[config.mk]
export PLATFORM = sky130hd
export DESIGN_NAME = mclcr_regs
export DESIGN_NICKNAME = d
export VERILOG_FILES = /design/src/verilog/mclcr_pulse_div.v /design/src/verilog/mclcr_regs.v
export VERILOG_INCLUDE_DIRS = /design/src /design/src/include
export SDC_FILE = /design/constraint.sdc
export NUM_CORES = 1
export LEC_CHECK = 0
export ABC_AREA = 1
export BUFFER_PORTS_ARGS = -buffer_cell sky130_fd_sc_hd__buf_2
export CAP_MARGIN = 20
export CORE_MARGIN = 2
export CORE_UTILIZATION = 55
export DETAILED_ROUTE_END_ITERATION = 12
export GPL_TIMING_DRIVEN = 0
export HOLD_SLACK_MARGIN = 0.02
export PLACE_DENSITY = 0.8
export SETUP_SLACK_MARGIN = 0.5
export SLEW_MARGIN = 20
export SYNTH_ARGS = -nofsm -noshare
export SYNTH_HDL_FRONTEND = slang
export SYNTH_SLANG_ARGS = --single-unit
[constraint.sdc]
create_clock -name sys_clk_i -period 9.13 [get_ports sys_clk_i]
set_input_delay 0.913 -clock sys_clk_i [delete_from_list [all_inputs] [get_ports sys_clk_i]]
set_output_delay 0.913 -clock sys_clk_i [all_outputs]
set_load 0.03 [all_outputs]
[src/include/mclcr_consts.vh]
// Constants for the closed-loop configuration register bank.
// Assumes inclusion by bare name from files under verilog/.
`ifndef MCLCR_CONSTS_VH
`define MCLCR_CONSTS_VH

// Register word indices; the byte address on the bus is four times the index
`define MCLCR_IDX_STOP_CFG     8'h8a
`define MCLCR_IDX_FB_CFG       8'h88
`define MCLCR_ADDR_STOP_CFG    10'h228
`define MCLCR_ADDR_FB_CFG      10'h220
// Feedback register fields
`define MCLCR_FB_DIV_MSB       11
`define MCLCR_FB_DIV_LSB       8
`define MCLCR_FB_GATE_BIT      7
`define MCLCR_FB_THR_MSB       6
`define MCLCR_FB_THR_LSB       4
`define MCLCR_FB_SURGE_BIT     3
`define MCLCR_FB_DTC_BIT       2
`define MCLCR_FB_VLDIS_BIT     1
`define MCLCR_FB_SLOWBRK_BIT   0
`define MCLCR_FB_MASK          32'h00000fff
// Stop register fields
`define MCLCR_ST_METHOD_MSB    30
`define MCLCR_ST_METHOD_LSB    28
`define MCLCR_ST_BRK_MSB       27
`define MCLCR_ST_BRK_LSB       24
`define MCLCR_ST_SPIN_MSB      23
`define MCLCR_ST_SPIN_LSB      20
`define MCLCR_ST_BSPD_MSB      19
`define MCLCR_ST_BSPD_LSB      16
`define MCLCR_ST_RES_MSB       15
`define MCLCR_ST_RES_LSB       8
`define MCLCR_ST_IND_MSB       7
`define MCLCR_ST_IND_LSB       0
`define MCLCR_ST_MASK          32'h7fffffff
// Reset values
`define MCLCR_FB_RESET         32'h00000000
`define MCLCR_ST_RESET         32'h00000000
// Stop method codes
`define MCLCR_STOP_HIZ         3'h0
`define MCLCR_STOP_LOWSIDE     3'h2
`define MCLCR_STOP_HIGHSIDE    3'h3
`define MCLCR_STOP_SPINDOWN    3'h4
`define MCLCR_STOP_ALIGN       3'h5
// Timing
`define MCLCR_CLK_MHZ          200
`define MCLCR_BRK_MS_MIN       1
`define MCLCR_CYC_PER_MS       (`MCLCR_CLK_MHZ * 1000)
// AXI responses
`define MCLCR_RESP_OKAY        2'h0
`define MCLCR_RESP_SLVERR      2'h2

`endif

[src/verilog/mclcr_pulse_div.v]
// Speed-feedback pulse divider: passes one output edge pair per N input pulses.
// Assumes the raw pulse input is synchronous to sys_clk_i.
`timescale 1ns/1ps
`default_nettype none
module mclcr_pulse_div #(
  parameter W = 4
) (
  input  wire         sys_clk_i,
  input  wire         rst_i,
  input  wire [W-1:0] div_i,
  input  wire         pulse_i,
  output reg          pulse_o
);
  reg         pulse_d;
  reg [W-1:0] cnt;
  wire        flip = pulse_i ^ pulse_d;
  // Codes 0 and 1 both divide by one
  wire [W-1:0] last = (div_i < {{(W-1){1'b0}}, 1'b1}) ? {W{1'b0}} : div_i - 1'b1;

  // Toggle output every N input edges, both kinds counted, so one output period spans
  // N input periods; counting rising edges only would divide by 2N instead
  always @(posedge sys_clk_i or posedge rst_i) begin
    if (rst_i) begin
      pulse_d <= 1'b0;
      cnt     <= {W{1'b0}};
      pulse_o <= 1'b0;
    end else begin
      pulse_d <= pulse_i;
      if (div_i <= {{(W-1){1'b0}}, 1'b1}) begin
        pulse_o <= pulse_i;
        cnt     <= {W{1'b0}};
      end else if (flip) begin
        if (cnt >= last) begin
          cnt     <= {W{1'b0}};
          pulse_o <= ~pulse_o;
        end else begin
          cnt <= cnt + 1'b1;
        end
      end
    end
  end
endmodule
`default_nettype wire

[src/verilog/mclcr_regs.v]
// Closed-loop configuration register bank with AXI4-Lite slave and decoded controls.
// Assumes one clock, AXI master synchronous to sys_clk_i, raw pulse and back-EMF inputs.
// Summary of operation
// - Feedback pulse divided by 4-bit code; codes 0 and 1 divide by one.
// - Gating bit 0: pulses while driven; 1: only until back-EMF below threshold.
// - 3-bit threshold picks 1,2,5,10,20,30 mV; codes 6,7 reserved.
// - Surge protection enabled only when its bit is 1.
// - Deadtime compensation applied only while its bit is 1.
// - Speed loop runs when disable bit is 0, bypassed when 1.
// - Recirculation stop in align/open loop: bit 0 hi-Z, bit 1 low-side brake.
// - 3-bit stop method: 0 hi-Z, 2 low, 3 high, 4 spin down, 5 align.
// - 4-bit brake time: codes 0-4 1 ms, then 5 up to 15000 ms.
// - 4-bit spin-down threshold, percent of maximum speed, 100 down to 2.5.
// - 4-bit brake speed threshold, same percent encoding, for brake pin and methods.
// - 8-bit phase resistance code passed to the resistance lookup.
// - 8-bit phase inductance code passed to the inductance lookup.
//
// Decided for this implementation: the AXI4-Lite slave port.
`timescale 1ns/1ps
`default_nettype none
`include "mclcr_consts.vh"
module mclcr_regs #(
  parameter BRK_UNIT_CYC = `MCLCR_CYC_PER_MS
) (
  input  wire        sys_clk_i,
  input  wire        rst_i,
  // AXI4-Lite slave
  input  wire [9:0]  s_axi_awaddr,
  input  wire        s_axi_awvalid,
  output wire        s_axi_awready,
  input  wire [31:0] s_axi_wdata,
  input  wire [3:0]  s_axi_wstrb,
  input  wire        s_axi_wvalid,
  output wire        s_axi_wready,
  output reg  [1:0]  s_axi_bresp,
  output reg         s_axi_bvalid,
  input  wire        s_axi_bready,
  input  wire [9:0]  s_axi_araddr,
  input  wire        s_axi_arvalid,
  output wire        s_axi_arready,
  output reg  [31:0] s_axi_rdata,
  output reg  [1:0]  s_axi_rresp,
  output reg         s_axi_rvalid,
  input  wire        s_axi_rready,
  // Motor control side
  input  wire        motor_driven_i,
  input  wire        align_or_open_loop_i,
  input  wire        stop_request_i,
  input  wire        raw_speed_pulse_i,
  input  wire [15:0] back_emf_mv_i,
  output wire        speed_pulse_output_o,
  output reg  [15:0] backemf_threshold_mv_o,
  output reg         surge_protect_enable_o,
  output reg         deadtime_comp_enable_o,
  output reg         velocity_loop_run_o,
  output reg  [2:0]  stop_method_o,
  output reg         stop_method_valid_o,
  output reg         stop_hiz_o,
  output reg         stop_lowside_o,
  output reg         stop_highside_o,
  output reg         stop_spindown_o,
  output reg         stop_align_o,
  output reg  [13:0] brake_time_ms_o,
  output reg         braking_o,
  output reg  [9:0]  spin_down_pct_x10_o,
  output reg  [9:0]  brake_speed_pct_x10_o,
  output reg  [7:0]  phase_resistance_code_o,
  output reg  [7:0]  phase_inductance_code_o
);
  // Brake sequencer states, one-hot
  localparam [2:0] ST_IDLE = 3'b001;
  localparam [2:0] ST_BRK  = 3'b010;
  localparam [2:0] ST_DONE = 3'b100;

  reg  [31:0] speed_feedback_and_loop_config;
  reg  [31:0] stop_and_motor_params_config;
  reg  [2:0]  brk_state;
  reg  [31:0] unit_cnt;
  reg  [13:0] ms_cnt;
  reg  [13:0] next_brake_ms;
  reg  [15:0] next_thr_mv;
  reg  [9:0]  next_spin;
  reg  [9:0]  next_bspd;
  reg         speed_pulse_ungated;
  wire [31:0] wmask;
  wire        wr_go;
  wire        rd_go;
  wire        wr_fb;
  wire        wr_st;

  // Field views
  wire [3:0] speed_pulse_divider    =
             speed_feedback_and_loop_config[`MCLCR_FB_DIV_MSB:`MCLCR_FB_DIV_LSB];
  wire       speed_pulse_gating_cfg = speed_feedback_and_loop_config[`MCLCR_FB_GATE_BIT];
  wire [2:0] speed_pulse_backemf_threshold =
             speed_feedback_and_loop_config[`MCLCR_FB_THR_MSB:`MCLCR_FB_THR_LSB];
  wire       velocity_loop_disable  = speed_feedback_and_loop_config[`MCLCR_FB_VLDIS_BIT];
  wire       slow_recirculation_brake_select =
             speed_feedback_and_loop_config[`MCLCR_FB_SLOWBRK_BIT];
  wire [2:0] stop_method = stop_and_motor_params_config[`MCLCR_ST_METHOD_MSB:`MCLCR_ST_METHOD_LSB];
  wire [3:0] stop_brake_duration =
             stop_and_motor_params_config[`MCLCR_ST_BRK_MSB:`MCLCR_ST_BRK_LSB];
  wire [3:0] spin_down_speed_threshold =
             stop_and_motor_params_config[`MCLCR_ST_SPIN_MSB:`MCLCR_ST_SPIN_LSB];
  wire [3:0] brake_speed_threshold =
             stop_and_motor_params_config[`MCLCR_ST_BSPD_MSB:`MCLCR_ST_BSPD_LSB];

  // Write is taken only when address, data and a free response slot are all present,
  // so the ready signals rise together; the master may present them in either order
  assign wr_go         = s_axi_awvalid & s_axi_wvalid & ~s_axi_bvalid;
  assign s_axi_awready = wr_go;
  assign s_axi_wready  = wr_go;
  assign rd_go         = s_axi_arvalid & ~s_axi_rvalid;
  assign s_axi_arready = rd_go;
  assign wr_fb = wr_go && (s_axi_awaddr[9:2] == `MCLCR_IDX_FB_CFG);
  assign wr_st = wr_go && (s_axi_awaddr[9:2] == `MCLCR_IDX_STOP_CFG);

  // Byte-lane mask from the strobes, one lane per generate step
  genvar g;
  generate
    for (g = 0; g < 4; g = g + 1) begin : g_lane
      assign wmask[8*g+7:8*g] = {8{s_axi_wstrb[g]}};
    end
  endgenerate

  // Register storage and write response
  always @(posedge sys_clk_i or posedge rst_i) begin
    if (rst_i) begin
      speed_feedback_and_loop_config <= `MCLCR_FB_RESET;
      stop_and_motor_params_config   <= `MCLCR_ST_RESET;
      s_axi_bvalid <= 1'b0;
      s_axi_bresp  <= `MCLCR_RESP_OKAY;
    end else begin
      if (wr_fb) begin
        speed_feedback_and_loop_config <= ((speed_feedback_and_loop_config & ~wmask) |
                                           (s_axi_wdata & wmask)) & `MCLCR_FB_MASK;
      end
      if (wr_st) begin
        stop_and_motor_params_config <= ((stop_and_motor_params_config & ~wmask) |
                                         (s_axi_wdata & wmask)) & `MCLCR_ST_MASK;
      end
      if (wr_go) begin
        s_axi_bvalid <= 1'b1;
        s_axi_bresp  <= (wr_fb | wr_st) ? `MCLCR_RESP_OKAY : `MCLCR_RESP_SLVERR;
      end else if (s_axi_bready) begin
        s_axi_bvalid <= 1'b0;
      end
    end
  end

  // Read path; reads have no side effects
  always @(posedge sys_clk_i or posedge rst_i) begin
    if (rst_i) begin
      s_axi_rvalid <= 1'b0;
      s_axi_rdata  <= 32'h00000000;
      s_axi_rresp  <= `MCLCR_RESP_OKAY;
    end else if (rd_go) begin
      s_axi_rvalid <= 1'b1;
      s_axi_rresp  <= `MCLCR_RESP_OKAY;
      if (s_axi_araddr[9:2] == `MCLCR_IDX_FB_CFG) begin
        s_axi_rdata <= speed_feedback_and_loop_config;
      end else if (s_axi_araddr[9:2] == `MCLCR_IDX_STOP_CFG) begin
        s_axi_rdata <= stop_and_motor_params_config;
      end else begin
        s_axi_rdata <= 32'h00000000;
        s_axi_rresp <= `MCLCR_RESP_SLVERR;
      end
    end else if (s_axi_rready) begin
      s_axi_rvalid <= 1'b0;
    end
  end

  // Code-to-value lookups
  always @* begin
    case (speed_pulse_backemf_threshold)
      3'h0:    next_thr_mv = 16'h0001;
      3'h1:    next_thr_mv = 16'h0002;
      3'h2:    next_thr_mv = 16'h0005;
      3'h3:    next_thr_mv = 16'h000a;
      3'h4:    next_thr_mv = 16'h0014;
      3'h5:    next_thr_mv = 16'h001e;
      default: next_thr_mv = 16'h0001; // Reserved codes fall back to the smallest
    endcase
    case (stop_brake_duration)
      4'h5:    next_brake_ms = 14'h0005;
      4'h6:    next_brake_ms = 14'h000a;
      4'h7:    next_brake_ms = 14'h0032;
      4'h8:    next_brake_ms = 14'h0064;
      4'h9:    next_brake_ms = 14'h00fa;
      4'ha:    next_brake_ms = 14'h01f4;
      4'hb:    next_brake_ms = 14'h03e8;
      4'hc:    next_brake_ms = 14'h09c4;
      4'hd:    next_brake_ms = 14'h1388;
      4'he:    next_brake_ms = 14'h2710;
      4'hf:    next_brake_ms = 14'h3a98;
      default: next_brake_ms = 14'h0001;
    endcase
    next_spin = pct_x10(spin_down_speed_threshold);
    next_bspd = pct_x10(brake_speed_threshold);
  end

  // Percent of maximum speed in tenths, shared by both thresholds
  function [9:0] pct_x10;
    input [3:0] code;
    begin
      case (code)
        4'h0:    pct_x10 = 10'h3e8;
        4'h1:    pct_x10 = 10'h384;
        4'h2:    pct_x10 = 10'h320;
        4'h3:    pct_x10 = 10'h2bc;
        4'h4:    pct_x10 = 10'h258;
        4'h5:    pct_x10 = 10'h1f4;
        4'h6:    pct_x10 = 10'h1c2;
        4'h7:    pct_x10 = 10'h190;
        4'h8:    pct_x10 = 10'h15e;
        4'h9:    pct_x10 = 10'h12c;
        4'ha:    pct_x10 = 10'h0fa;
        4'hb:    pct_x10 = 10'h0c8;
        4'hc:    pct_x10 = 10'h096;
        4'hd:    pct_x10 = 10'h064;
        4'he:    pct_x10 = 10'h032;
        default: pct_x10 = 10'h019;
      endcase
    end
  endfunction

  // Registered control outputs
  always @(posedge sys_clk_i or posedge rst_i) begin
    if (rst_i) begin
      backemf_threshold_mv_o  <= 16'h0001;
      surge_protect_enable_o  <= 1'b0;
      deadtime_comp_enable_o  <= 1'b0;
      velocity_loop_run_o     <= 1'b1;
      stop_method_o           <= `MCLCR_STOP_HIZ;
      stop_method_valid_o     <= 1'b1;
      stop_hiz_o              <= 1'b1;
      stop_lowside_o          <= 1'b0;
      stop_highside_o         <= 1'b0;
      stop_spindown_o         <= 1'b0;
      stop_align_o            <= 1'b0;
      brake_time_ms_o         <= 14'h0001;
      spin_down_pct_x10_o     <= 10'h3e8;
      brake_speed_pct_x10_o   <= 10'h3e8;
      phase_resistance_code_o <= 8'h00;
      phase_inductance_code_o <= 8'h00;
      speed_pulse_ungated     <= 1'b0;
    end else begin
      backemf_threshold_mv_o <= next_thr_mv;
      surge_protect_enable_o <= speed_feedback_and_loop_config[`MCLCR_FB_SURGE_BIT];
      deadtime_comp_enable_o <= speed_feedback_and_loop_config[`MCLCR_FB_DTC_BIT];
      velocity_loop_run_o    <= ~velocity_loop_disable;
      stop_method_o          <= stop_method;
      stop_method_valid_o    <= (stop_method == `MCLCR_STOP_HIZ) ||
                                (stop_method >= `MCLCR_STOP_LOWSIDE &&
                                 stop_method <= `MCLCR_STOP_ALIGN);
      // In align or open loop a recirculating stop uses the slow-speed choice
      if (align_or_open_loop_i && (stop_method == `MCLCR_STOP_LOWSIDE ||
                                   stop_method == `MCLCR_STOP_HIGHSIDE)) begin
        stop_hiz_o      <= ~slow_recirculation_brake_select;
        stop_lowside_o  <= slow_recirculation_brake_select;
        stop_highside_o <= 1'b0;
      end else begin
        stop_hiz_o      <= (stop_method == `MCLCR_STOP_HIZ);
        stop_lowside_o  <= (stop_method == `MCLCR_STOP_LOWSIDE);
        stop_highside_o <= (stop_method == `MCLCR_STOP_HIGHSIDE);
      end
      stop_spindown_o         <= (stop_method == `MCLCR_STOP_SPINDOWN);
      stop_align_o            <= (stop_method == `MCLCR_STOP_ALIGN);
      brake_time_ms_o         <= next_brake_ms;
      spin_down_pct_x10_o     <= next_spin;
      brake_speed_pct_x10_o   <= next_bspd;
      phase_resistance_code_o <=
        stop_and_motor_params_config[`MCLCR_ST_RES_MSB:`MCLCR_ST_RES_LSB];
      phase_inductance_code_o <=
        stop_and_motor_params_config[`MCLCR_ST_IND_MSB:`MCLCR_ST_IND_LSB];
      // Gate the pulse source before division so partial periods do not leak out
      speed_pulse_ungated <= raw_speed_pulse_i &
                             (speed_pulse_gating_cfg ? (back_emf_mv_i >= next_thr_mv)
                                                     : motor_driven_i);
    end
  end

  // Brake-duration sequencer: braking_o holds for the selected time after a stop request while the low-side, high-side or align stop is decoded
  always @(posedge sys_clk_i or posedge rst_i) begin
    if (rst_i) begin
      brk_state <= ST_IDLE;
      unit_cnt  <= 32'h00000000;
      ms_cnt    <= 14'h0000;
      braking_o <= 1'b0;
    end else begin
      case (brk_state)
        ST_IDLE: begin
          if (stop_request_i && (stop_lowside_o | stop_highside_o | stop_align_o)) begin
            brk_state <= ST_BRK;
            unit_cnt  <= 32'h00000000;
            ms_cnt    <= 14'h0000;
            braking_o <= 1'b1;
          end
        end
        ST_BRK: begin
          if (unit_cnt == BRK_UNIT_CYC - 1) begin
            unit_cnt <= 32'h00000000;
            if (ms_cnt + 14'h0001 >= brake_time_ms_o) begin
              brk_state <= ST_DONE;
              braking_o <= 1'b0;
            end else begin
              ms_cnt <= ms_cnt + 14'h0001;
            end
          end else begin
            unit_cnt <= unit_cnt + 32'h00000001;
          end
        end
        ST_DONE: begin
          if (!stop_request_i) begin
            brk_state <= ST_IDLE;
          end
        end
        default: brk_state <= ST_IDLE;
      endcase
    end
  end

  // Divider for the feedback pulse output
  mclcr_pulse_div #(
    .W (4)
  ) u_div (
    .sys_clk_i (sys_clk_i),
    .rst_i     (rst_i),
    .div_i     (speed_pulse_divider),
    .pulse_i   (speed_pulse_ungated),
    .pulse_o   (speed_pulse_output_o)
  );
endmodule
`default_nettype wire

==> run_results.csv, run 1 <==
group,metric,value,unit
status,status,"finished clean",
setup_path,worstRegToRegCells,16,
sta,finalSetupViolations,0,
grt,gr-usage-met2,42.7,%
setup_path,crit_type,"reg -> reg",
worst_hold_path,holdCritPathClass,"reg -> reg",
clock_tree,cts_buffer_depth,3,
finish,stdcell_count,1652,
finish,fin_nets,1541,
routing,drt-pass1-iter-count,6,
clock_tree,root_buffer,"clkbuf_16",
sta,worst_pin_slew,0.624,ns
routing,drc,0,
grt,grt_max_degree,112,
clock_tree,insertion_delay,0.51,ns
clock_tree,clkTransAtPathRegs,0.06,ns
sta,setup_ws,5.92,ns
synth,synth-main-ff-cell,"dfrtp_1",
sta,skew,0.0237,ns
sta,finalMaxSlewViolations,0,
power,powerDensity,242,nW/um2
power,peakVddDrop,0.000221,V
placement,dp_hpwl,17800,um
clock_tree,cts_made_buffers,22,
routing,vias_per_cell,5.26,
routing,ant_nets,0,
sta,fin_crit,3.21,ns
finish,multi_input_area,4140,um2
sta,fin_setup_tns,0,ns
setup_path,worstPathArrival,3.66,ns
grt,antenna_found_initial,2,
synth,async_flop_share,100,%
placement,port_buffers,184,
clock_tree,cts.hold.buffers_added,0,
synth,ys_seq_area_share,50.6,%
floorplan,die_x,139,um
power,p_comb_share,29.1,%
finish,nFillCells,1417,
synth,synth-edff-count,0,
clock_tree,clock_sinks,202,
worst_hold_path,min_path_cells,0,
sta,relSlewSlack,58.4,%
setup_path,critPathSlowestCell,"dfrtp_1",
power,p_leak,0.00641,uW
clock_tree,cts_setup_buffers,0,
grt,grt-busiest-layer,"met2",
grt,first_global_vias,8518,
floorplan,die-area,19400,um2
floorplan,start_util,55.9,%
power,switchingPower,1030,uW
setup_path,endpoint_kind,"register",
finish,final_layout_size_suffix_gt1_share,20.7,%
synth,yosys_warnings,0,
power,p_int,1910,uW
job,drv_cap,0,
sta,min_period_over_period,35.1,%
routing,wl_per_cell,14.7,um
synth,synth_cell_types,42,
synth,ys_seq_elements,202,
grt,overflow,0,
clock_tree,cts_max_level,1,
routing,vias,8689,
sta,hold_viol_final,0,
grt,use_met3,6.04,%
placement,place_ws,6.05,ns
floorplan,core_region_area,18000,um2
synth,synthCells,1184,
routing,drt_iter0_drc,704,
clock_tree,cts_tree,"done",
floorplan,rows,49,
setup_path,cp_slowest_stage_delay,0.42,ns
placement,dpl.cell_count,1611,
floorplan,die_h,139,um
synth,syn_avg_cell_area,8.48,um2
power,pwr-share-clk,33.5,%
setup_path,crit_required,9.58,ns
setup_path,cp-start-kind,"register",
power,power,2940,uW
placement,gp_congestion,0.914,
power,switching_share,35.0,%
sta,rsz0062_at_grt,"no",
routing,wl,24300,um
grt,track_usage,25.2,%
synth,synth_area,10000,um2
finish,regArea,5080,um2
grt,grtUsageMet1,33.1,%
setup_path,cp_max_fo,10,
finish,syn_to_final_growth,21.0,%
sta,max_freq,312,MHz
setup_path,cp_common_cell,"nand2_1",
grt,grt_pass1_wl,40500,um
power,seqPwrFrac,37.4,%
floorplan,pin_count,204,
clock_tree,cts_resized,0,
setup_path,crit_path_cell_trace,"nand2_1 > nor2_2 > nand2_1 > nor2_1 > nand2_1 > xnor2_1 > ha_1 > nand2_1 > nor2_1 > a21boi_0 > nor2_1 > nand2_1 > nor2_1 > buf_2 > nand4_1 > nand2_1",
-- cells in the final DEF (no fill, tap or decap), types with 4 or more instances in the layout --
cell / instances
clkbuf_8: 4
nor4_1: 5
xnor2_1: 4
clkbuf_16: 22
o21ai_1: 10
o21a_1: 4
nor2_1: 99
xor2_1: 26
inv_1: 163
inv_2: 6
nor2_2: 9
a21oi_1: 17
buf_4: 16
clkbuf_1: 17
ha_1: 52
nor3_1: 16
conb_1: 14
dfstp_2: 18
o22ai_1: 26
nand4_1: 32
bufinv_16: 5
dfrtp_1: 184
nand3_1: 37
buf_2: 191
o21ai_0: 116
nand2_1: 288
-- synth_stat cells, types with 2 or more instances --
library cell | n | area share, %
dfrtp_1 | 184 | 46
a31oi_1 | 3 | 0.19
buf_4 | 16 | 1.2
nor3_2 | 3 | 0.30
nand2_4 | 3 | 0.34
o21ai_0 | 116 | 5.8
inv_1 | 164 | 6.1
a21boi_0 | 2 | 0.15
clkinv_1 | 2 | 0.075
nand3_2 | 2 | 0.20
o21bai_1 | 2 | 0.15
o21ai_1 | 10 | 0.50
nor3_1 | 16 | 0.80
ha_1 | 52 | 6.5
nor2_2 | 9 | 0.56
o21a_1 | 4 | 0.30
nand2_2 | 2 | 0.12
o22ai_1 | 26 | 1.6
nand2_1 | 288 | 11
dfstp_2 | 18 | 4.7
xnor2_1 | 4 | 0.35
clkbuf_1 | 14 | 0.52
nor4_1 | 5 | 0.31
xor2_1 | 26 | 2.3
a21oi_1 | 17 | 0.85
buf_2 | 7 | 0.35
nand3_1 | 37 | 1.8
a211oi_1 | 2 | 0.15
o211ai_1 | 3 | 0.22
nand4_1 | 32 | 2.0
nor2_1 | 99 | 3.7
inv_2 | 6 | 0.22
-- power groups by stage --
stage | sequential [uW] | combinational, uW | clock [uW]
floorplan | 1120 | 612 | 0
global placement | 1100 | 806 | 0
detailed placement | 1110 | 838 | 0
CTS | 1090 | 848 | 996
global route | 1110 | 971 | 1030
finish | 1100 | 856 | 983
-- cell type report --
cell class | instances | share of cell area (%)
Antenna cell | 1 | 0.0206
Buffer | 39 | 1.84
Clock buffer | 29 | 5.08
Clock inverter | 11 | 1.66
Inverter | 172 | 5.37
Multi-Input combinational cell | 784 | 34.1
Sequential cell | 202 | 41.8
Tap cell | 229 | 2.36
Timing Repair Buffer | 185 | 7.80
-- logic make-up after synthesis --
| logic type | synth area share [%] |
|---|---|
| AND/OR/NAND/NOR | 21.5 |
| multiplexers | 0.0997 |
| other | 0.0373 |
| adder cells (fa/ha/maj) | 6.48 |
| flip-flops | 50.6 |
| XOR/XNOR | 2.62 |
| AO/OA/AOI/OAI | 10.1 |
| buffers and inverters | 8.66 |
-- per-layer routing --
layer	up-vias	wire length (um)
li1	4231	-
met1	4093	10100
met2	318	11700
met3	45	1980
met4	2	467
met5	-	13
-- metrics by stage --
stage	utilization (%)	hold WS (ns)	instance area, um2
detailed placement	63.1	0.360	11300
global placement	62.9	0.358	11300
CTS	67.6	0.374	12200
finish	67.7	0.373	12200
floorplan	-	0.354	10100
global route	67.7	0.391	12200
-- worst paths after layout --
kind / from / endpoint / slack [ns]
max: ms_cnt[2] / ms_cnt[5] / 5.92
min: register / stop_method_o[0] / 0.37
max reg2reg: ms_cnt[2] / ms_cnt[5] / 5.92
min reg2reg: register / stop_method_o[0] / 0.37
max in group asynchronous: rst_i / brk_state[0] / 7.67
min in group asynchronous: rst_i / brake_speed_pct_x10_o[0] / 0.49
-- worst max-delay path, delay by kind of cell, from the launching register on --
kind	cells	cell delay, ns
AND/OR/NAND/NOR	12	1.64
flip-flops	1	0.42
XOR/XNOR	1	0.32
adder cells (fa/ha/maj)	1	0.32
buffers and inverters	1	0.31
AO/OA/AOI/OAI	1	0.14
Note: power is estimated with default switching activity, not from simulation.
==> inputs of run 2 (changes only) <==
- ABC_AREA: 1 -> 0
- clock period: 9.13 -> 3.2 ns (I/O delays scaled with it)
==> run 2 against run 1 <==
Against the previous run:
- non-clock buffer count increased by 49
- first-iteration DRC count shrank 32%
- die area shrank 3.2%
- sequential cell count unchanged
- clock power is 140% higher
- power up 110%
- via count fell by 7.8%
- worst hold slack worse by 0.34 ns
- clock skew grew 0.0045 ns
- combinational power up 16%
- highest routed layer unchanged
- largest cell class unchanged
- critical endpoint is now ms_cnt[3]
- utilization up 4.3 points
- wire length grew 5.0%
==> run_results.csv, run 2 <==
group,metric,value,unit
status,status,"finished clean",
sta,min_period_over_period,90.4,%
grt,grt_pass1_wl,39000,um
sta,max_freq,346,MHz
sta,hold_viol_final,0,
setup_path,crit_type,"reg -> reg",
synth,yosys_warnings,0,
sta,setup_ws,0.307,ns
routing,wl,25500,um
routing,vias_per_cell,5.71,
routing,vias,8007,
power,powerDensity,485,nW/um2
clock_tree,insertion_delay,0.53,ns
power,peakVddDrop,0.000505,V
power,p_int,4360,uW
finish,final_common_cell,"buf_2",
floorplan,core_region_area,17300,um2
power,p_leak,0.00610,uW
setup_path,rr_startpoint,"ms_cnt[2]",
routing,wl_per_cell,18.2,um
synth,synth_area,9710,um2
synth,synth.top_cell.area_share,47.4,%
power,pwr-share-clk,38.9,%
clock_tree,root_buffer,"clkbuf_16",
setup_path,cp-start-kind,"register",
floorplan,die_x,137,um
power,switchingPower,1680,uW
finish,fin_util,72.0,%
synth,synth.most_common_cell,"dfrtp_1",
setup_path,endpoint_kind,"register",
finish,fin_nets,1297,
power,p_comb_share,16.5,%
synth,synth_cell_types,71,
sta,worst_pin_slew,0.899,ns
setup_path,worstPathArrival,3.31,ns
clock_tree,cts_tree,"done",
floorplan,die-area,18700,um2
sta,finalMaxSlewViolations,0,
finish,design_area,12400,um2
clock_tree,cts_made_buffers,22,
routing,drt_iter0_drc,480,
sta,finalSetupViolations,0,
synth,ys_seq_elements,202,
placement,port_buffers,183,
clock_tree,clock_sinks,202,
routing,drt-pass1-iter-count,5,
job,drv_cap,0,
sta,skew,0.0282,ns
grt,first_global_vias,7802,
synth,synth_area_leaders,"dfrtp_1 (47%), ha_1 (6.7%), mux2_2 (5.2%)",
power,switching_share,27.8,%
setup_path,cp_max_fo,6,
floorplan,pin_count,204,
placement,dp_hpwl,17100,um
sta,fin_crit,2.89,ns
grt,antenna_found_initial,1,
grt,track_usage,26.2,%
synth,yosys-top-cells-count,"dfrtp_1 (184), o21ai_0 (74), nand2_1 (70)",
synth,ys_seq_area_share,52.3,%
synth,yosys.area.top_type,"dfrtp_1",
finish,diodes,0,
floorplan,die_h,137,um
clock_tree,clkTransAtPathRegs,0.06,ns
floorplan,rows,48,
routing,drc,0,
synth,syn_avg_cell_area,10.8,um2
placement,place_area,11100,um2
synth,async_flop_share,100,%
finish,final_cell_mix,"buf_2 (185), dfrtp_1 (180), o21ai_0 (69)",
floorplan,start_util,56.2,%
worst_hold_path,holdCritPathClass,"in -> reg",
placement,gp_congestion,0.900,
setup_path,crit_path_start,"ms_cnt[2]",
grt,grt_max_degree,36,
finish,final_layout_size_suffix_gt1_share,34.2,%
clock_tree,cts_buffer_depth,3,
placement,place_ws,-0.0372,ns
grt,overflow,0,
sta,relSlewSlack,39.8,%
routing,ant_nets,0,
clock_tree,cts_max_level,1,
sta,hold_slack,0.0321,ns
synth,synth-main-ff-cell,"dfrtp_1",
synth,synth-edff-count,0,
power,seqPwrFrac,44.6,%
sta,rsz0062_at_grt,"yes",
synth,synthCells,899,
worst_hold_path,worstHoldStart,"s_axi_wdata[15]",
setup_path,crit_required,3.62,ns
finish,syn_to_final_growth,28.1,%
[run 2: cell type report]
| class | count | area [um2] |
|---|---|---|
| repair buffers | 226 | 1370 |
| fillers | 1179 | 4850 |
| well taps | 225 | 282 |
| clock buffers | 26 | 576 |
| multi-input cells | 607 | 4570 |
| inverters | 56 | 214 |
| flip-flops and latches | 202 | 5080 |
| plain buffers | 47 | 254 |
| clock inverters | 14 | 103 |
[run 2: cell families (layout without fill, tap and decap cells)]
family,after synthesis,count (layout),synth area share [%]
AND/OR/NAND/NOR,248,248,13.4
AO/OA/AOI/OAI,210,210,13.8
flip-flops,202,202,52.3
buffers and inverters,103,369,4.78
multiplexers,65,65,7.41
adder cells (fa/ha/maj),52,52,6.70
XOR/XNOR,18,18,1.62
other,1,14,0.0386
[run 2: metrics by stage]
stage	power, uW	setup TNS [ns]	instances
6_report	6030	0	1403
5_1_grt	6260	0	1403
4_1_cts	5830	0	1390
3_5_place_dp	3420	-0.183	1326
3_3_place_gp	3380	-148.33	1320
2_1_floorplan	3220	0	912
[run 2: path summary, 6_finish.rpt]
kind	endpoint	slack, ns	depth (start not counted)
max	ms_cnt[3]	0.31	13
min	register	0.03	2
min reg2reg	phase_resistance_code_o[7]	0.40	0
max in group asynchronous	brake_time_ms_o[0]	2.00	5
max reg2reg	ms_cnt[3]	0.31	13
min in group asynchronous	stop_spindown_o	0.35	3
[run 2: power groups by stage]
stage               Clock (uW)  Sequential, uW  Combinational, uW
finish                    2350            2690                995
global route              2490            2700               1080
CTS                       2380            2690                770
detailed placement           0            2730                692
global placement             0            2730                651
floorplan                    0            2750                469
[run 2: repair_timing]
action / CTS / global route
buffers inserted: 17 / 13
endpoints found under the setup margin: 17 / 23
hold buffers: 7 / 0
pin swaps: 12 / 29
hold endpoints to repair: 20 / 0
gates resized for setup: 18 / 56
[run 2: routing by layer]
layer | global-route usage [%] | part of all wire [%] | vias to the layer above
li1 | - | - | 3703
met1 | 33.6 | 40 | 3908
met2 | 44.5 | 50 | 332
met3 | 6.37 | 7.9 | 62
met4 | 7.67 | 2.6 | 2
met5 | 0 | 0.039 | -
[run 2: worst max-delay path, cell delays in order (launching register included)]
cell and delay, ns:
dfrtp_1 0.38, and4_1 0.28, buf_6 0.12, and2_4 0.18
nand3_2 0.13, xnor2_2 0.18, ha_1 0.28, nand4_1 0.17
nor3_2 0.30, o31ai_4 0.17, nand2_4 0.16, a21oi_4 0.09
buf_12 0.17, o2bb2ai_1 0.18
==> inputs of run 3 (changes only) <==
- clock period: 3.2 -> 2.7 ns (I/O delays scaled with it)
==> run 3 against run 2 <==
Against the previous run:
- the run now ends with negative setup slack left
- final area is 6.1% higher
- maximum frequency is 1.0% lower
- sequential power is 19% higher
- wire length is 12% higher
- via count is 5.9% higher
- clock skew is 0.016 ns lower
- global-route usage is 2.2 points higher
- sequential cell count stayed put
- clock-buffer cell count is 8 higher
- utilization is 4.4 points higher
- largest power group unchanged
- die area stayed put
==> run_results.csv, run 3 (synthesis gave the netlist of run 2 again) <==
group,metric,value,unit
floorplan,core_region_area,17300,um2
finish,nFillCells,1067,
routing,vias_per_cell,5.85,
sta,hold_viol_final,0,
finish,stdcell_count,1450,
placement,place_ws,-0.305,ns
clock_tree,clock_sinks,202,
finish,final_common_cell,"buf_2",
grt,overflow,0,
sta,setup_ws,-0.223,ns
clock_tree,insertion_delay,0.51,ns
worst_hold_path,holdCritPathClass,"in -> reg",
clock_tree,cts_made_buffers,22,
sta,relSlewSlack,42.2,%
power,pwr-share-clk,41.3,%
floorplan,rows,48,
setup_path,rrSetupSlack,-0.22,ns
finish,regArea,5090,um2
setup_path,crit_path_start,"ms_cnt[2]",
power,peakVddDrop,0.000532,V
placement,dp_hpwl,17000,um
grt,first_global_vias,8453,
job,drv_cap,0,
finish,final_cell_mix,"buf_2 (184), dfrtp_1 (174), o21ai_0 (68)",
routing,drc,0,
power,switching_share,26.8,%
routing,wl,28500,um
setup_path,rr_endpoint,"ms_cnt[12]",
floorplan,pin_count,204,
clock_tree,cts_tree,"done",
grt,antenna_found_initial,0,
routing,wl_per_cell,19.6,um
status,status,"finished with violations",
floorplan,start_util,56.2,%
setup_path,crit_type,"reg -> reg",
sta,max_freq,342,MHz
floorplan,die-area,18700,um2
power,p_leak,0.00641,uW
routing,vias,8476,
setup_path,worstRegToRegCells,10,
power,power,7590,uW
sta,worst_pin_slew,0.866,ns
setup_path,endpoint_kind,"register",
power,switchingPower,2040,uW
floorplan,die_h,137,um
status,violations,"negative setup slack",
grt,track_usage,28.5,%
sta,min_period_over_period,108,%
setup_path,cp-start-kind,"register",
setup_path,cp-endpoint,"ms_cnt[12]",
sta,rsz0062_at_grt,"yes",
placement,port_buffers,183,
clock_tree,root_buffer,"clkbuf_16",
setup_path,crit_required,3.11,ns
floorplan,die_x,137,um
routing,drt-pass1-iter-count,6,
placement,dpl.cell_count,1326,
power,p_int,5560,uW
grt,grt_pass1_wl,42100,um
power,powerDensity,575,nW/um2
sta,finalMaxSlewViolations,0,
setup_path,rr_startpoint,"ms_cnt[2]",
sta,hold_slack,0.0374,ns
setup_path,cp_max_fo,8,
sta,fin_crit,2.92,ns
finish,multi_input_area,4780,um2
setup_path,worstPathArrival,3.33,ns
finish,fin_nets,1343,
sta,skew,0.0124,ns
routing,drt_iter0_drc,647,
placement,gp_congestion,0.864,
routing,ant_nets,0,
clock_tree,cts_max_level,1,
sta,finalSetupViolations,16,
clock_tree,cts_buffer_depth,3,
clock_tree,clkTransAtPathRegs,0.06,ns
finish,syn_to_final_growth,35.9,%
finish,final_layout_size_suffix_gt1_share,37.5,%
grt,grt_max_degree,35,
power,seqPwrFrac,42.1,%
power,p_comb_share,16.6,%
[run 3: worst min-delay path by stage]
stage / start / to / slack (ns) / cells after the start
6_report: s_axi_wdata[11] / register / 0.04 / 2
4_1_cts: s_axi_wdata[3] / register / 0.03 / 2
5_1_grt: s_axi_wdata[3] / register / 0.03 / 2
2_1_floorplan: align_or_open_loop_i / stop_highside_o / 0.34 / 1
3_3_place_gp: register / stop_method_o[1] / 0.36 / 0
3_5_place_dp: rst_i / asynchronous set/reset pin / 0.32 / 2
[run 3: repair_timing]
item / CTS / global route
setup buffers: 34 / 13
endpoints found under the setup margin: 59 / 82
hold buffers: 35 / 0
hold endpoints to repair: 55 / 0
gates resized for setup: 46 / 64
gates cloned: 0 / 1
pin swaps: 29 / 24
[run 3: cell type report]
cell class	count	share of cell area, %
clock inverters	6	0.711
flip-flops and latches	202	38.6
multi-input cells	607	36.2
clock buffers	34	5.04
well taps	225	2.13
repair buffers	272	13.6
diodes	1	0.0190
inverters	56	1.66
plain buffers	47	2.06
[run 3: through the flow]
stage          util (%)  TNS (ns)  instance area [um2]
2_1_floorplan         -    -31.58                 9870
3_3_place_gp       64.0   -257.78                11100
3_5_place_dp       64.7     -2.58                11200
4_1_cts            73.8         0                12800
5_1_grt            76.3     -2.58                13200
6_report           76.3     -2.08                13200
[run 3: routing by layer]
metal / vias to the layer above / GRT usage [%] / share of wire (%)
met5: - / 0 / 0
met1: 4156 / 34.9 / 37
li1: 3810 / - / -
met2: 396 / 49.3 / 51
met4: 0 / 10.1 / 4.3
met3: 114 / 6.59 / 7.8
[run 3: worst max-delay path: stages (launching register included)]
cell and delay, ns:
dfrtp_2 0.43, buf_4 0.15, nand3_1 0.16, xnor2_2 0.35, ha_4 0.27, a21oi_1 0.15
a21oi_1 0.13, o31ai_4 0.43, nand2_4 0.15, nor2_4 0.41, o2bb2ai_2 0.19
[run 3: power by group through the flow]
stage               Combinational, uW  Sequential (uW)  Clock, uW
global placement                  817             3240          0
finish                           1260             3200       3140
detailed placement                867             3240          0
global route                     1340             3210       3290
floorplan                         599             3260          0
CTS                              1070             3190       3150
